===== src/hdl/gdl_pkg.sv =====
/*
 Shared constants, state encodings and carrier structs for the gate drive
 lockout block. Assumes one 50 MHz clock and an active high async reset.
*/
package gdl_pkg;

   // ----------------------------------------------------------------
   // Sizes
   // ----------------------------------------------------------------
   localparam int GDL_NPH = 3;
   localparam int GDL_NEV = 4;
   localparam logic [3:0] GDL_SPI_BITS = 4'h8;
   localparam logic [3:0] GDL_CNT_MAX = 4'hF;

   // ----------------------------------------------------------------
   // Command encodings
   // ----------------------------------------------------------------
   localparam logic [2:0] GDL_OP_MASK = 3'h1;
   localparam logic [3:0] GDL_OP_MODE = 4'h4;
   localparam logic [7:0] GDL_STATUS_QUERY_CMD_LOW = 8'h00;
   localparam logic [7:0] GDL_STATUS_QUERY_CMD_HIGH = 8'h01;
   localparam logic [7:0] GDL_STATUS_QUERY_CMD_DT = 8'h02;
   localparam logic [7:0] GDL_CLEAR_IRQ_CMD_LOW = 8'h60;
   localparam logic [7:0] GDL_CLEAR_IRQ_CMD_HIGH = 8'h61;
   localparam logic [7:0] GDL_DT_ZERO_CMD = 8'h80;
   localparam logic [7:0] GDL_DT_CAL_CMD = 8'h81;
   localparam logic [3:0] GDL_CLR_LOW_BITS = 4'h3;
   localparam logic [3:0] GDL_CLR_HIGH_BITS = 4'hC;

   // ----------------------------------------------------------------
   // Reset values
   // ----------------------------------------------------------------
   localparam logic [3:0] GDL_MASK_RST = 4'h0;
   localparam logic [2:0] GDL_MODE_RST = 3'h0;
   localparam logic [7:0] GDL_DT_RST = 8'h00;

   typedef enum logic [1:0] {
      GDL_PH_LOCKED = 2'b00,
      GDL_PH_ARMED = 2'b01,
      GDL_PH_PULSE = 2'b10,
      GDL_PH_RUN = 2'b11
   } gdl_ph_e;

   typedef struct packed {
      logic [GDL_NPH-1:0] ls;
      logic [GDL_NPH-1:0] hs_n;
   } gdl_phase_in_s;

   typedef struct packed {
      logic en1;
      logic en2;
      logic run_pin;
      logic pump;
      logic shut;
      logic [GDL_NEV-1:0] ev;
      logic sck;
      logic cs_n;
      logic mosi;
      gdl_phase_in_s ph;
   } gdl_pins_s;

   localparam gdl_pins_s GDL_PINS_RST = '{
      en1: 1'b0, en2: 1'b0, run_pin: 1'b0, pump: 1'b0, shut: 1'b0,
      ev: 4'h0, sck: 1'b0, cs_n: 1'b1, mosi: 1'b0,
      ph: '{ls: 3'h0, hs_n: 3'h7}};

   typedef struct packed {
      gdl_ph_e [GDL_NPH-1:0] ph;
      logic [GDL_NEV-1:0] flags;
      logic [GDL_NEV-1:0] mask;
      logic [2:0] mode;
      logic locked;
      logic [7:0] deadtime;
      logic powered;
      logic pump_on;
      logic irq;
      logic [GDL_NPH-1:0] ls_prev;
      logic [GDL_NPH-1:0] hs_prev;
      logic [GDL_NPH-1:0] hs_gate;
      logic [GDL_NPH-1:0] ls_gate;
      logic [GDL_NPH-1:0] hs_short;
   } gdl_core_s;

   typedef struct packed {
      logic sck_prev;
      logic cs_prev;
      logic [3:0] cnt;
      logic [7:0] rx;
      logic [7:0] tx;
      logic [7:0] pend;
      logic [7:0] cmd;
      logic valid;
      logic miso;
   } gdl_spi_s;

endpackage : gdl_pkg


===== src/hdl/gdl_sync.sv =====
/*
 Three stage pin synchroniser with agreement filter.
 Assumes asynchronous pins; output changes once stages two and three agree.
*/
`timescale 1ns/1ps
`default_nettype none
module gdl_sync import gdl_pkg::*; #(
   parameter int W = 1,
   parameter logic [W-1:0] RST_VAL = '0
) (
   input wire logic clk,
   input wire logic rst,
   input wire logic [W-1:0] raw_in,
   output logic [W-1:0] filt_out
);

   typedef struct packed {
      logic [W-1:0] s1;
      logic [W-1:0] s2;
      logic [W-1:0] s3;
      logic [W-1:0] q;
   } gdl_sync_s;

   gdl_sync_s s_reg;
   gdl_sync_s s_next;

   // ----------------------------------------------------------------
   // Stages; first stage only feeds the second
   // ----------------------------------------------------------------
   always_comb begin
      s_next = s_reg;
      s_next.s1 = raw_in;
      s_next.s2 = s_reg.s1;
      s_next.s3 = s_reg.s2;
      s_next.q = (s_reg.s2 & s_reg.s3) |
                 (~(s_reg.s2 ^ s_reg.s3) & s_reg.s3) |
                 ((s_reg.s2 ^ s_reg.s3) & s_reg.q);
   end

   always_ff @(posedge clk or posedge rst) begin
      if (rst) begin
         s_reg <= '{s1: RST_VAL, s2: RST_VAL, s3: RST_VAL, q: RST_VAL};
      end else begin
         s_reg <= s_next;
      end
   end

   assign filt_out = s_reg.q;

endmodule : gdl_sync
`default_nettype wire


===== src/hdl/gdl_spi_slave.sv =====
/*
 Byte wide command slave, clock idle low, sample on rising edge.
 Assumes already synchronised pins; answers one message late.
*/
`timescale 1ns/1ps
`default_nettype none
module gdl_spi_slave import gdl_pkg::*; (
   input wire logic clk,
   input wire logic rst,
   input wire logic sck,
   input wire logic cs_n,
   input wire logic mosi,
   input wire logic [7:0] rsp,
   output logic [7:0] cmd,
   output logic cmd_valid,
   output logic miso,
   output logic miso_oe
);

   gdl_spi_s r_reg;
   gdl_spi_s r_next;

   // ----------------------------------------------------------------
   // Shifter
   // ----------------------------------------------------------------
   always_comb begin
      r_next = r_reg;
      r_next.valid = 1'b0;
      r_next.sck_prev = sck;
      r_next.cs_prev = cs_n;
      if (r_reg.valid) begin
         r_next.pend = rsp;
      end
      if (!cs_n && r_reg.cs_prev) begin
         r_next.tx = r_reg.pend;
         r_next.miso = r_reg.pend[7];
         r_next.cnt = 4'h0;
      end else if (!cs_n) begin
         if (sck && !r_reg.sck_prev) begin
            r_next.rx = {r_reg.rx[6:0], mosi};
            if (r_reg.cnt != GDL_CNT_MAX) begin
               r_next.cnt = r_reg.cnt + 4'h1;
            end
         end
         if (!sck && r_reg.sck_prev) begin
            r_next.tx = {r_reg.tx[6:0], 1'b0};
            r_next.miso = r_reg.tx[6];
         end
      end else if (!r_reg.cs_prev && r_reg.cnt == GDL_SPI_BITS) begin
         // Frames of any other length are dropped
         r_next.cmd = r_reg.rx;
         r_next.valid = 1'b1;
      end
   end

   always_ff @(posedge clk or posedge rst) begin
      if (rst) begin
         r_reg <= '{cs_prev: 1'b1, default: '0};
      end else begin
         r_reg <= r_next;
      end
   end

   assign cmd = r_reg.cmd;
   assign cmd_valid = r_reg.valid;
   assign miso = r_reg.miso;
   assign miso_oe = ~cs_n;
endmodule : gdl_spi_slave
`default_nettype wire


===== src/hdl/gdl_core.sv =====
/*
 Gate drive lockout core: per phase lock and re-arm sequencing, standby
 and shutdown handling, command decode, status flags and interrupt.
 Assumes all pins asynchronous to clk; analog drive stages outside.
*/
// Contract
// - Standby or shutdown forces gates low and locks high side.
// - Low side outputs enabled only when both enables high.
// - High side pulse on all phases gives high side recirculation.
// - After high side toggle, gate shorted to source, FET off.
// - Phase inputs edge sensitive; low side rise re-arms high side.
// - High side edge not after low side toggle keeps lockout.
// - Merged high and low inputs per phase are accepted.
// - Releasing reset powers up; charge pump starts if configured.
// - Mask commands 0010xxxx or 0011xxxx set mask from low nibble.
// - Mode command with lock bit applies, then blocks mode changes.
// - Each command's answer returns in the following message.
`timescale 1ns/1ps
`default_nettype none
module gdl_core import gdl_pkg::*; (
   input wire logic clk,
   input wire logic rst,
   input wire logic phase_a_low_side_input,
   input wire logic phase_b_low_side_input,
   input wire logic phase_c_low_side_input,
   input wire logic phase_a_high_side_input_n,
   input wire logic phase_b_high_side_input_n,
   input wire logic phase_c_high_side_input_n,
   input wire logic enable_pin_one,
   input wire logic enable_pin_two,
   input wire logic run_pin,
   input wire logic pump_strap,
   input wire logic shutdown_fault,
   input wire logic [GDL_NEV-1:0] fault_event,
   input wire logic spi_sck,
   input wire logic spi_cs_n,
   input wire logic spi_mosi,
   input wire logic [7:0] dt_cal_value,
   output logic [GDL_NPH-1:0] high_side_gate_out,
   output logic [GDL_NPH-1:0] low_side_gate_out,
   output logic [GDL_NPH-1:0] high_side_short_out,
   output logic charge_pump_en,
   output logic interrupt_out,
   output logic spi_miso,
   output logic spi_miso_oe,
   output logic [2:0] mode_bits,
   output logic mode_locked,
   output logic [7:0] deadtime_out
);

   // ----------------------------------------------------------------
   // Decode helpers
   // ----------------------------------------------------------------
   function automatic logic cmd_is_mask(input logic [7:0] c);
      return c[7:5] == GDL_OP_MASK;
   endfunction : cmd_is_mask

   function automatic logic cmd_is_mode(input logic [7:0] c);
      return c[7:4] == GDL_OP_MODE;
   endfunction : cmd_is_mode

   // ----------------------------------------------------------------
   // Pin synchronisers
   // ----------------------------------------------------------------
   gdl_pins_s pins_raw;
   gdl_pins_s ps;
   logic [7:0] cmd;
   logic cmd_valid;
   logic [7:0] rsp;

   assign pins_raw.en1 = enable_pin_one;
   assign pins_raw.en2 = enable_pin_two;
   assign pins_raw.run_pin = run_pin;
   assign pins_raw.pump = pump_strap;
   assign pins_raw.shut = shutdown_fault;
   assign pins_raw.ev = fault_event;
   assign pins_raw.sck = spi_sck;
   assign pins_raw.cs_n = spi_cs_n;
   assign pins_raw.mosi = spi_mosi;
   // Merged drive simply shows both inputs moving together
   assign pins_raw.ph.ls = {phase_c_low_side_input,
                            phase_b_low_side_input,
                            phase_a_low_side_input};
   assign pins_raw.ph.hs_n = {phase_c_high_side_input_n,
                              phase_b_high_side_input_n,
                              phase_a_high_side_input_n};

   gdl_sync #(
      .W($bits(gdl_pins_s)),
      .RST_VAL(GDL_PINS_RST)
   ) u_sync (
      .clk(clk),
      .rst(rst),
      .raw_in(pins_raw),
      .filt_out(ps)
   );

   gdl_spi_slave u_spi (
      .clk(clk),
      .rst(rst),
      .sck(ps.sck),
      .cs_n(ps.cs_n),
      .mosi(ps.mosi),
      .rsp(rsp),
      .cmd(cmd),
      .cmd_valid(cmd_valid),
      .miso(spi_miso),
      .miso_oe(spi_miso_oe)
   );

   // ----------------------------------------------------------------
   // Core state
   // ----------------------------------------------------------------
   gdl_core_s c_reg;
   gdl_core_s c_next;
   logic normal;
   logic gate_ok;
   logic take_cmd;
   logic [GDL_NPH-1:0] ls_rise;
   logic [GDL_NPH-1:0] hs_fall;
   logic [GDL_NPH-1:0] hs_rise;

   localparam gdl_core_s GDL_CORE_RST = '{
      ph: '{GDL_NPH{GDL_PH_LOCKED}},
      flags: '0,
      mask: GDL_MASK_RST,
      mode: GDL_MODE_RST,
      locked: 1'b0,
      deadtime: GDL_DT_RST,
      powered: 1'b0,
      pump_on: 1'b0,
      irq: 1'b0,
      ls_prev: '0,
      hs_prev: '1,
      hs_gate: '0,
      ls_gate: '0,
      hs_short: '0};

   assign normal = ps.en1 & ps.en2;
   assign gate_ok = normal & ~ps.shut & c_reg.powered;
   assign take_cmd = cmd_valid & c_reg.powered;
   // Edges, so a held level never re-arms a phase
   assign ls_rise = ps.ph.ls & ~c_reg.ls_prev;
   assign hs_fall = ~ps.ph.hs_n & c_reg.hs_prev;
   assign hs_rise = ps.ph.hs_n & ~c_reg.hs_prev;

   // ----------------------------------------------------------------
   // Answer for the next message
   // ----------------------------------------------------------------
   always_comb begin
      rsp = {c_reg.flags, c_reg.mask};
      if (cmd == GDL_STATUS_QUERY_CMD_HIGH) begin
         rsp = {c_reg.locked, c_reg.mode, normal, c_reg.ph[2] == GDL_PH_RUN,
                c_reg.ph[1] == GDL_PH_RUN, c_reg.ph[0] == GDL_PH_RUN};
      end else if (cmd == GDL_STATUS_QUERY_CMD_DT) begin
         rsp = c_reg.deadtime;
      end
   end

   // ----------------------------------------------------------------
   // Next state
   // ----------------------------------------------------------------
   always_comb begin
      logic [GDL_NEV-1:0] clr;
      logic hs_on;
      clr = '0;
      hs_on = 1'b0;
      c_next = c_reg;
      c_next.powered = 1'b1;
      c_next.ls_prev = ps.ph.ls;
      c_next.hs_prev = ps.ph.hs_n;
      // Strap caught on the first clock after release
      if (!c_reg.powered) begin
         c_next.pump_on = ps.pump;
      end
      if (take_cmd) begin
         if (cmd_is_mask(cmd)) begin
            c_next.mask = cmd[3:0];
         end else if (cmd_is_mode(cmd) && !c_reg.locked) begin
            c_next.mode = cmd[3:1];
            c_next.locked = cmd[0];
         end else if (cmd == GDL_CLEAR_IRQ_CMD_LOW) begin
            clr = GDL_CLR_LOW_BITS;
         end else if (cmd == GDL_CLEAR_IRQ_CMD_HIGH) begin
            clr = GDL_CLR_HIGH_BITS;
         end else if (cmd == GDL_DT_ZERO_CMD) begin
            c_next.deadtime = '0;
         end else if (cmd == GDL_DT_CAL_CMD) begin
            c_next.deadtime = dt_cal_value;
         end
      end
      // New event beats a clear in the same cycle
      c_next.flags = (c_reg.flags & ~clr) | (ps.ev & {GDL_NEV{c_reg.powered}});
      for (int i = 0; i < GDL_NPH; i++) begin
         if (!gate_ok) begin
            c_next.ph[i] = GDL_PH_LOCKED;
         end else begin
            case (c_reg.ph[i])
               GDL_PH_LOCKED: begin
                  if (ls_rise[i]) begin
                     c_next.ph[i] = GDL_PH_ARMED;
                  end
               end
               GDL_PH_ARMED: begin
                  if (hs_fall[i]) begin
                     c_next.ph[i] = GDL_PH_PULSE;
                  end
               end
               GDL_PH_PULSE: begin
                  if (hs_rise[i]) begin
                     c_next.ph[i] = GDL_PH_RUN;
                  end
               end
               GDL_PH_RUN: begin
                  c_next.ph[i] = GDL_PH_RUN;
               end
               default: begin
                  c_next.ph[i] = GDL_PH_LOCKED;
               end
            endcase
         end
         // Pulse state drives the high side on: recirculation
         hs_on = gate_ok & ~ps.ph.hs_n[i] &
                 ((c_next.ph[i] == GDL_PH_PULSE) |
                  ((c_next.ph[i] == GDL_PH_RUN) & ~ps.ph.ls[i]));
         c_next.hs_gate[i] = hs_on;
         // High side lockout of the low side prevents shoot-through
         c_next.ls_gate[i] = gate_ok & ps.ph.ls[i] & ~hs_on;
         c_next.hs_short[i] = (c_next.ph[i] == GDL_PH_RUN) & ~hs_on;
      end
      c_next.irq = |(c_next.flags & ~c_next.mask);
      if (!ps.run_pin) begin
         c_next = GDL_CORE_RST;
      end
   end

   always_ff @(posedge clk or posedge rst) begin
      if (rst) begin
         c_reg <= GDL_CORE_RST;
      end else begin
         c_reg <= c_next;
      end
   end

   // ----------------------------------------------------------------
   // Outputs
   // ----------------------------------------------------------------
   assign high_side_gate_out = c_reg.hs_gate;
   assign low_side_gate_out = c_reg.ls_gate;
   assign high_side_short_out = c_reg.hs_short;
   assign charge_pump_en = c_reg.pump_on;
   assign interrupt_out = c_reg.irq;
   assign mode_bits = c_reg.mode;
   assign mode_locked = c_reg.locked;
   assign deadtime_out = c_reg.deadtime;
endmodule : gdl_core
`default_nettype wire


===== config.mk =====
export PLATFORM = sky130hd
export DESIGN_NAME = gdl_core
export DESIGN_NICKNAME = d
export VERILOG_FILES = /design/src/hdl/gdl_pkg.sv /design/src/hdl/gdl_sync.sv /design/src/hdl/gdl_spi_slave.sv /design/src/hdl/gdl_core.sv
export SDC_FILE = /design/constraint.sdc
export NUM_CORES = 1
export LEC_CHECK = 0
export ABC_AREA = 1
export BUFFER_PORTS_ARGS = -buffer_cell sky130_fd_sc_hd__buf_2
export CAP_MARGIN = 0
export CORE_MARGIN = 4
export CORE_UTILIZATION = 40
export DETAILED_ROUTE_END_ITERATION = 7
export PLACE_DENSITY = 0.62
export SYNTH_ARGS = -nofsm -noshare
export SYNTH_HDL_FRONTEND = slang
export SYNTH_SLANG_ARGS = --single-unit

===== constraint.sdc =====
create_clock -name clk -period 6.45 [get_ports clk]
set_clock_uncertainty 0.2 [all_clocks]
set_input_delay 0.3225 -clock clk [delete_from_list [all_inputs] [get_ports clk]]
set_output_delay 0.3225 -clock clk [all_outputs]
set_load 0.05 [all_outputs]

### After elaboration in Yosys (flattened, before gate mapping)

Cells that the tools add are included.
Widths: inputs -> output; s select.

* register bits: 155
* output and inout bits: 25
* bits of input ports: 28

* equality and inequality tests: 34
* bitwise operators: 56
* reductions and logical operators: 23
* multiplexer cells: 45
* $add $sub $neg: 1

Operators with widths (count)
* $mux 8: 8
* $and 18x18->18: 3
* $mux 44: 1
* $mux 4: 9
* $or 18x18->18: 2
* $eq 2x2->1 const B: 12
* $mux 12: 2
* $mux 2: 12
* $pmux 2 s4: 3
* $and 1x1->1: 22
* $mux 20: 1
* $not 18->18: 1
* $xor 18x18->18: 1
* $eq 8x7->1 const B: 2
* $eq 8x8->1 const B: 2
* $mux 16: 1
* $ne 2x2->1 const B: 7
* $and 4x4->4: 3
* $not 1->1: 12
* $reduce_and 3->1: 4
* $and 3x3->3: 3
* $not 3->3: 3
* $eq 8x1->1 const B: 1
* $eq 8x2->1 const B: 1
* other kinds (20): 43

### Depth between registers and ports, before layout

Gate-level depths: netlist of run 1.

* depth in word-level cells: 12
* depth in mapped cells: 10
* gate-level depth less buffers: 10

### Hierarchy

A second synthesis of run 1 with hierarchy kept.

* cells, all modules: 653
* area, all modules: 6531.3 sq um

Modules (own cells, without submodules)
* gdl_sync: seq. area each 1821.7 sq um, cells an instance 163, area an instance 2388.5 sq um, times used 1
* gdl_core: seq. area each 1104.8 sq um, cells an instance 299, area an instance 2364.8 sq um, times used 1
* gdl_spi_slave: seq. area each 977.2 sq um, cells an instance 191, area an instance 1778.0 sq um, times used 1

### Worst setup path after synthesis of run 1

No wires, ideal clock.

* kind: register to register
* start: register u_sync.s_reg (netlist bit u_sync.filt_out[7])
* end: register u_spi.r_reg[37] (netlist bit)
* cell stages (with the launch flop): 7
* setup slack: 4827 ps
* data arrival time: 1296 ps
* required time: 6123 ps
* buffers on the path: 0
* cells stage by stage: dfstp_2 > inv_1 > nand3_1 > inv_1 > nand2_1 > xor2_1 > nor2_1

* cells in the longest elaborated chain, start to end: 4

RTL lines
* from (decl): RTL line gdl_sync.sv:24 `gdl_sync_s s_reg;`
* from (signal assigned): RTL line gdl_sync.sv:42 `s_reg <= '{s1: RST_VAL, s2: RST_VAL, s3: RST_VAL, q: RST_VAL};`
* from (signal assigned): RTL line gdl_sync.sv:44 `s_reg <= s_next;`
* $logic_not 1->1
* $logic_and 1x1->1: RTL line gdl_spi_slave.sv:34 `if (!cs_n && r_reg.cs_prev) begin`
* $ne 2x1->1 (no line) or $reduce_bool 2->1 (tied branches)
* $reduce_and 3->1 (no line)
* to (signal assigned): RTL line gdl_spi_slave.sv:60 `r_reg <= r_next;`
* to (decl): RTL line gdl_spi_slave.sv:20 `gdl_spi_s r_reg;`

Parallel ways exist; a longest one is shown, timed or not.
A chain may end at the register's enable or synchronous reset.

==> flow_summary.yaml, run 1 <==
status:
  status: "finished, final reports clean"
sta:
  final.period_utilization_pct: 33.8
  fmax_mhz: 458
  tns_ns: 0
  tightest_slew_ns: 0.970
  max_slew_margin_pct: 35.3
  setup_viol: 0
  rsz0062_at_grt: "no"
  final-max-slew-violation-count: 0
  hold_viol_final: 0
  final.min_clock_period_ns: 2.18
clock_tree:
  cts_resized: 0
  ctsLongestPathBuffers: 2
  clk_latency_ns: 0.42
  cts_tree: "done"
  cts_buffers: 17
  clk_pin_slew_ns: 0.06
  clockRootBuffer: "clkbuf_16"
  htree_levels: 4
  cts_sinks: 155
detailed_routing:
  routed_wl_mm: 11.4
  avgViaCountPerCell: 4.78
  firstDrtPassIters: 4
  vias: 3966
  ant_nets: 0
  initialDrtViolationCount: 237
  wl_per_cell_um: 13.8
  drcViolationCount: 0
job:
  maxCapViolCount: 0
power:
  swShare_pct: 23.2
  internal_power_mw: 1.84
  p_comb_share_pct: 7.6
  power_switching_uw: 556
  p_leak_nw: 3.69
  powerDensity_nw_per_um2: 327
  power_mw: 2.39
  clockPowerShare_pct: 46.3
  ir_drop_uv: 202
  seq_power_share_pct: 46.1
die:
  rows: 44
  die_x_um: 131
  ios: 53
  start_util_pct: 41.3
  dieArea_um2: 17300
  die_h_um: 131
  core_area_um2: 14800
placed_design:
  place_area_um2: 6380
  port_buffers: 52
  dp_hpwl_mm: 7.65
  place.gp.congestion: 0.775
grt:
  antenna_found_initial: 0
  grt_max_degree: 82
  gr-total-overflow: 0
  grt_pass1_wl_mm: 19.6
  grt_use_total_pct: 14.2
  grt_pass1_vias: 3998
synthesis:
  syn_inst: 561
  ys_ff_latch: 155
  synth_fa_ha_area_share_pct: 4.11
  async_flop_share_pct: 100
  synth_compound_area_share_pct: 10.2
  syn_area_um2: 6090
  postSynthAreaPerCell_um2: 10.9
  synth_nets: 609
  synthSimpleGateAreaFrac_pct: 14.5
  synth_xor_area_share_pct: 0.144
  synth.distinct_cells: 38
  synth-edff-count: 0
  yosys_warnings: 0
  synth_top_family_by_area: "simple AND/OR/NAND/NOR gates"
  synthMuxAreaShare_pct: 0
  synthFlopType: "dfrtp_1"
  yosysSeqAreaShare_pct: 64.1
critical_path:
  path_class: "primary input to async pin"
  critPathArrivalTime_ns: 2.39
  critPathMaxFanout: 81
  end_kind: "async pin"
  cp_data_required_time_ns: 6.65
  worst_setup_path_start_kind: "primary input"
final_layout:
  largest_register_ffs: 36
  antenna_cells: 0
  fillers: 1337
  nets: 680
  design_area_um2: 7320
  drive_gt1_share_pct: 19.5
  final_core_util_pct: 49.6
  area_delta_synth_final_pct: 20.1
min_path:
  min_path_type: "flop to flop"
-- critical path: stages --
cell and delay [ns]:
dlygate4sd3_1 0.53, buf_2 0.14, inv_6 0.45, buf_4 0.88
-- cells in the mapped netlist (all sizes together) (9+ instances only) --
cell type    n  area [um2]
inv         55         206
o21ai       39         195
nand2      108         420
a21oi       23         115
ha          20         250
buf         27         209
nor3         9        83.8
nor2        61         256
dfrtp      135        3380
a21o        18         135
nand3       18         103
dfstp       20         526
-- metrics by stage --
| stage | hold WS, ns | std cells | setup slack [ns] |
|---|---|---|---|
| final | 0.142 | 829 | 4.27 |
| after global routing | 0.153 | 829 | 3.92 |
| after CTS | 0.147 | 829 | 4.15 |
| after detailed placement | 0.135 | 770 | 4.25 |
| after global placement | 0.132 | 770 | 4.29 |
| after floorplan | 0.127 | 561 | 1.78 |
-- worst paths after layout --
| kind | startpoint | endpoint | slack [ns] | cells past startpoint |
|---|---|---|---|---|
| setup / recovery | rst | u_sync.s_next[35]$_DFF_PP0_ | 4.27 | 4 |
| hold / removal | u_sync.s_next[42]$_DFF_PP0_ | u_sync.s_next[24]$_DFF_PP0_ | 0.14 | 0 |
| setup reg to reg | u_sync.filt_out[15]$_DFF_PP0_ | deadtime_out[1]$_DFFE_PP0P_ | 4.41 | 4 |
| hold reg to reg | u_sync.s_next[42]$_DFF_PP0_ | u_sync.s_next[24]$_DFF_PP0_ | 0.14 | 0 |
| max in group clk | u_sync.filt_out[15]$_DFF_PP0_ | deadtime_out[1]$_DFFE_PP0P_ | 4.41 | 4 |
| min in group asynchronous | rst | low_side_gate_out[2]$_DFF_PP0_ | 0.36 | 3 |
-- per-layer routing --
metal  part of all wire (%)  up-vias  wire (um)  global-route usage (%)
li1                       -     1955          -                       -
met1                     47     1918       5390                    19.3
met2                     46       83       5300                    21.8
met3                    5.1       10        581                    4.40
met4                    1.3        0        146                    4.73
met5                      0        -          0                       0
-- power by group through the flow --
stage               Clock, mW  Sequential (mW)  Combinational (mW)
global route             1.18             1.11               0.211
floorplan                   0             1.12               0.120
CTS                      1.14             1.10               0.187
detailed placement          0             1.12               0.173
finish                   1.11             1.10               0.183
global placement            0             1.12               0.167
-- placed cells by master (no fill, tap or decap), types with 2 or more instances in the layout --
master           n
dfrtp_1        135
nand2_1        104
nor2_1          56
buf_2           52
inv_1           50
o21ai_0         36
dlygate4sd3_1   27
a21oi_1         23
ha_1            20
dfstp_2         20
a21o_1          18
nand3_1         17
clkbuf_16       17
o211ai_1         8
nor3_1           5
inv_6            5
a221oi_1         5
bufinv_16        5
inv_2            4
nor2_4           3
nand2_2          3
nor3_4           3
a211oi_1         3
o21ai_1          3
clkinv_2         2
nor2_2           2
o31ai_1          2
clkinv_4         2
clkbuf_8         2
-- logic make-up (layout without fill, tap and decap cells) --
logic type | Yosys count | count (layout)
AND/OR/NAND/NOR | 199 | 199
flip-flops | 155 | 155
AO/OA/AOI/OAI | 102 | 102
buffers and inverters | 84 | 168
adder cells (fa/ha/maj) | 20 | 20
XOR/XNOR | 1 | 1
-- cell type report --
type,instances,area [um2],share of cell area [%]
multi-input combinational,322,1770,24.1
clock inverter,12,208,2.84
timing repair buffer,80,538,7.35
sequential,155,3900,53.3
clock buffer,20,457,6.24
tap,184,230,3.15
inverter,56,216,2.96
-- what timing repair did --
item,4_1_cts,5_1_grt
buffers inserted,0,0
setup endpoints to repair,0,0
hold buffers,27,0
hold endpoints to repair,90,0
Power figures use the tool's default switching activity.
==> run 2, diff against run 1 <==
--- a/config.mk
+++ b/config.mk
@@ -5,7 +5,7 @@
 export SDC_FILE = /design/constraint.sdc
 export NUM_CORES = 1
 export LEC_CHECK = 0
-export ABC_AREA = 1
+export ABC_AREA = 0
 export BUFFER_PORTS_ARGS = -buffer_cell sky130_fd_sc_hd__buf_2
 export CAP_MARGIN = 0
 export CORE_MARGIN = 4
==> constraint.sdc (replaced) <==
create_clock -name clk -period 2.25 [get_ports clk]
set_clock_uncertainty 0.2 [all_clocks]
set_input_delay 0.1125 -clock clk [delete_from_list [all_inputs] [get_ports clk]]
set_output_delay 0.1125 -clock clk [all_outputs]
set_load 0.05 [all_outputs]
==> flow_summary.yaml, run 2 <==
final_layout:
  final_cell_mix: "dfrtp_1 (135), buf_2 (52), nand2_1 (49)"
  antenna_cells: 0
  drive_gt1_share_pct: 25.2
  design_area_um2: 7360
  nets: 606
  area_delta_synth_final_pct: 21.7
  largest_register_ffs: 36
  final_common_cell: "dfrtp_1"
critical_path:
  end_kind: "flop"
  critPathMaxStageDelay_ns: 0.48
  worstReg2RegStart: "u_spi.cmd[3]$_DFFE_PP0P_"
  critPathArrivalTime_ns: 2.24
  cpMostUsedCell: "mux2i_1"
  critPathMaxFanout: 8
  timing.rr.end: "u_spi.r_reg[12]$_DFFE_PP0P_"
  ff2ff_path_depth: 5
  cp_data_required_time_ns: 2.36
  critical_path.cell_chain: "nor4_4 -> nand4_4 -> mux2i_1 -> mux2i_1 -> mux2_2"
  worst_setup_path_start_kind: "flop"
  cpMaxStageDelayCell: "nor4_4"
  reg2reg_slack_ns: 0.12
  path_class: "flop to flop"
detailed_routing:
  avgViaCountPerCell: 5.06
  drcViolationCount: 0
  vias: 3817
  firstDrtPassIters: 7
  wl_per_cell_um: 15.4
  routed_wl_mm: 11.6
  ant_nets: 0
  initialDrtViolationCount: 295
min_path:
  min_to: "u_sync.s_next[51]$_DFF_PP0_"
  min_path_type: "primary input to flop"
  worstHoldPathCells: 2
  min-delay-start: "run_pin"
power:
  swShare_pct: 22.5
  internal_power_mw: 5.10
  ir_drop_uv: 518
  seq_power_share_pct: 47.6
  power_switching_mw: 1.48
  clockPowerShare_pct: 45.1
  p_leak_nw: 3.62
  p_comb_share_pct: 7.3
  powerDensity_nw_per_um2: 895
die:
  die_h_um: 131
  core_area_um2: 14700
  dieArea_um2: 17200
  die_x_um: 131
  rows: 44
  start_util_pct: 41.1
  ios: 53
clock_tree:
  clk_latency_ns: 0.42
  clk_pin_slew_ns: 0.06
  clockRootBuffer: "clkbuf_16"
  cts_tree: "done"
  ctsLongestPathBuffers: 2
  cts_sinks: 155
  htree_levels: 4
  cts_buffers: 17
  cts_hold_buffers: 27
  cts_resized: 0
  cts_setup_buffers: 0
synthesis:
  synth_nets: 529
  synth-edff-count: 0
  synth.most_common_cell: "dfrtp_1"
  yosysSeqAreaShare_pct: 64.5
  yosys_warnings: 0
  postSynthAreaPerCell_um2: 12.6
  synthFlopType: "dfrtp_1"
  syn_area_um2: 6050
  yosys.area.top_type: "dfrtp_1"
  syn_inst: 481
  synth_common_cells: "dfrtp_1 (135), nand2_1 (49), nor2_1 (38), a21oi_1 (26)"
  async_flop_share_pct: 100
  synth.distinct_cells: 47
  netlist.area_leader.share_pct: 55.9
  ys_ff_latch: 155
  yosys-top-cells-area: "dfrtp_1 (56%), dfstp_2 (8.7%), ha_1 (4.1%), mux2_2 (3.4%), nand2_1 (3.0%)"
grt:
  busiest_layer: "met2"
  grt_pass1_wl_mm: 19.7
  grt_max_degree: 71
  use_met3_pct: 3.94
  grt_use_met2_pct: 22.8
  met1_usage_pct: 20.2
  antenna_found_initial: 0
  grt_use_total_pct: 15.0
  gr-total-overflow: 0
  grt_pass1_vias: 3900
placed_design:
  place_area_um2: 6460
  place.gp.congestion: 0.845
  port_buffers: 52
  dp_hpwl_mm: 7.97
sta:
  fmax_mhz: 470
  max_slew_margin_pct: 38.4
  tightest_slew_ns: 0.920
  hold_viol_final: 0
  setup_viol: 0
  holdWs_ns: 0.121
  final.min_clock_period_ns: 2.13
  rsz0062_at_grt: "no"
  final.period_utilization_pct: 94.6
  final-max-slew-violation-count: 0
status:
  status: "finished, final reports clean"
job:
  maxCapViolCount: 0
[run 2: changes by cell type after synthesis, moves of 9 or more]
cell / change
o21ai_0: -22
clkbuf_1: +9
nand3_1: -9
inv_1: -41
nor2_1: -18
nand2_1: -55
mux2i_1: +16
mux2_2: +18
[run 2: routing by layer]
layer	part of all wire (%)	vias to the layer above
met5	0	-
li1	-	1822
met3	5.0	26
met4	2.5	0
met2	47	90
met1	46	1879
[run 2: through the flow]
| stage | setup TNS [ns] | instances | utilization [%] | setup WS, ns | total power, mW |
|---|---|---|---|---|---|
| 2_1_floorplan | -0.685 | 481 | - | -0.00508 | 3.46 |
| 3_3_place_gp | 0 | 696 | 43.9 | 0.200 | 3.60 |
| 3_5_place_dp | 0 | 696 | 43.9 | 0.118 | 3.63 |
| 4_1_cts | 0 | 755 | 50.1 | 0.112 | 6.67 |
| 5_1_grt | 0 | 755 | 50.1 | 0.00757 | 6.88 |
| 6_report | 0 | 755 | 50.1 | 0.122 | 6.59 |
[run 2: cells by family (layout without fill, tap and decap cells)]
| logic type | count (synthesis) | in the layout | share of synthesized area [%] |
|---|---|---|---|
| DFF | 155 | 155 | 64.5 |
| and+or+nand+nor | 141 | 141 | 11.8 |
| AOI/OAI and AO/OA | 86 | 86 | 9.37 |
| buffers and inverters | 44 | 134 | 3.99 |
| muxes | 34 | 34 | 6.00 |
| adders and majority gates | 20 | 20 | 4.14 |
| xor gates and xnor gates | 1 | 1 | 0.145 |
[run 2: worst max-delay path by stage]
stage / slack, ns / from / depth (start not counted) / to
global route: 0.008 / u_spi.cmd[3]$_DFFE_PP0P_ / 5 / u_spi.r_reg[16]$_DFFE_PP0P_
detailed placement: 0.12 / u_spi.cmd[3]$_DFFE_PP0P_ / 5 / u_spi.r_reg[12]$_DFFE_PP0P_
CTS: 0.11 / u_spi.cmd[3]$_DFFE_PP0P_ / 5 / u_spi.r_reg[16]$_DFFE_PP0P_
floorplan: -0.005 / rst / 1 / c_reg[12]$_DFF_PP0_
global placement: 0.20 / c_reg[17]$_DFF_PP0_ / 4 / deadtime_out[2]$_DFFE_PP0P_
finish: 0.12 / u_spi.cmd[3]$_DFFE_PP0P_ / 5 / u_spi.r_reg[12]$_DFFE_PP0P_
[run 2: power by group through the flow]
stage                     registers [mW]  logic (mW)  clock network, mW
after detailed placement            3.18       0.447                  0
after floorplan                     3.15       0.306                  0
after global routing                3.16       0.543               3.17
after CTS                           3.14       0.489               3.04
final                               3.13       0.478               2.97
after global placement              3.17       0.428                  0
[run 2: cell type report]
| cell class | instances | area, um2 |
|---|---|---|
| inverter | 11 | 45.0 |
| timing repair buffer | 91 | 646 |
| sequential | 155 | 3900 |
| fill | 1244 | 7340 |
| multi-input combinational | 282 | 1900 |
| tap | 184 | 230 |
| clock inverter | 10 | 138 |
| clock buffer | 22 | 494 |
[run 2: worst max-delay path, delay by kind of cell (launching register included)]
family | cells | cell delay (ns)
muxes | 3 | 0.59
DFF | 1 | 0.45
and+or+nand+nor | 2 | 0.77
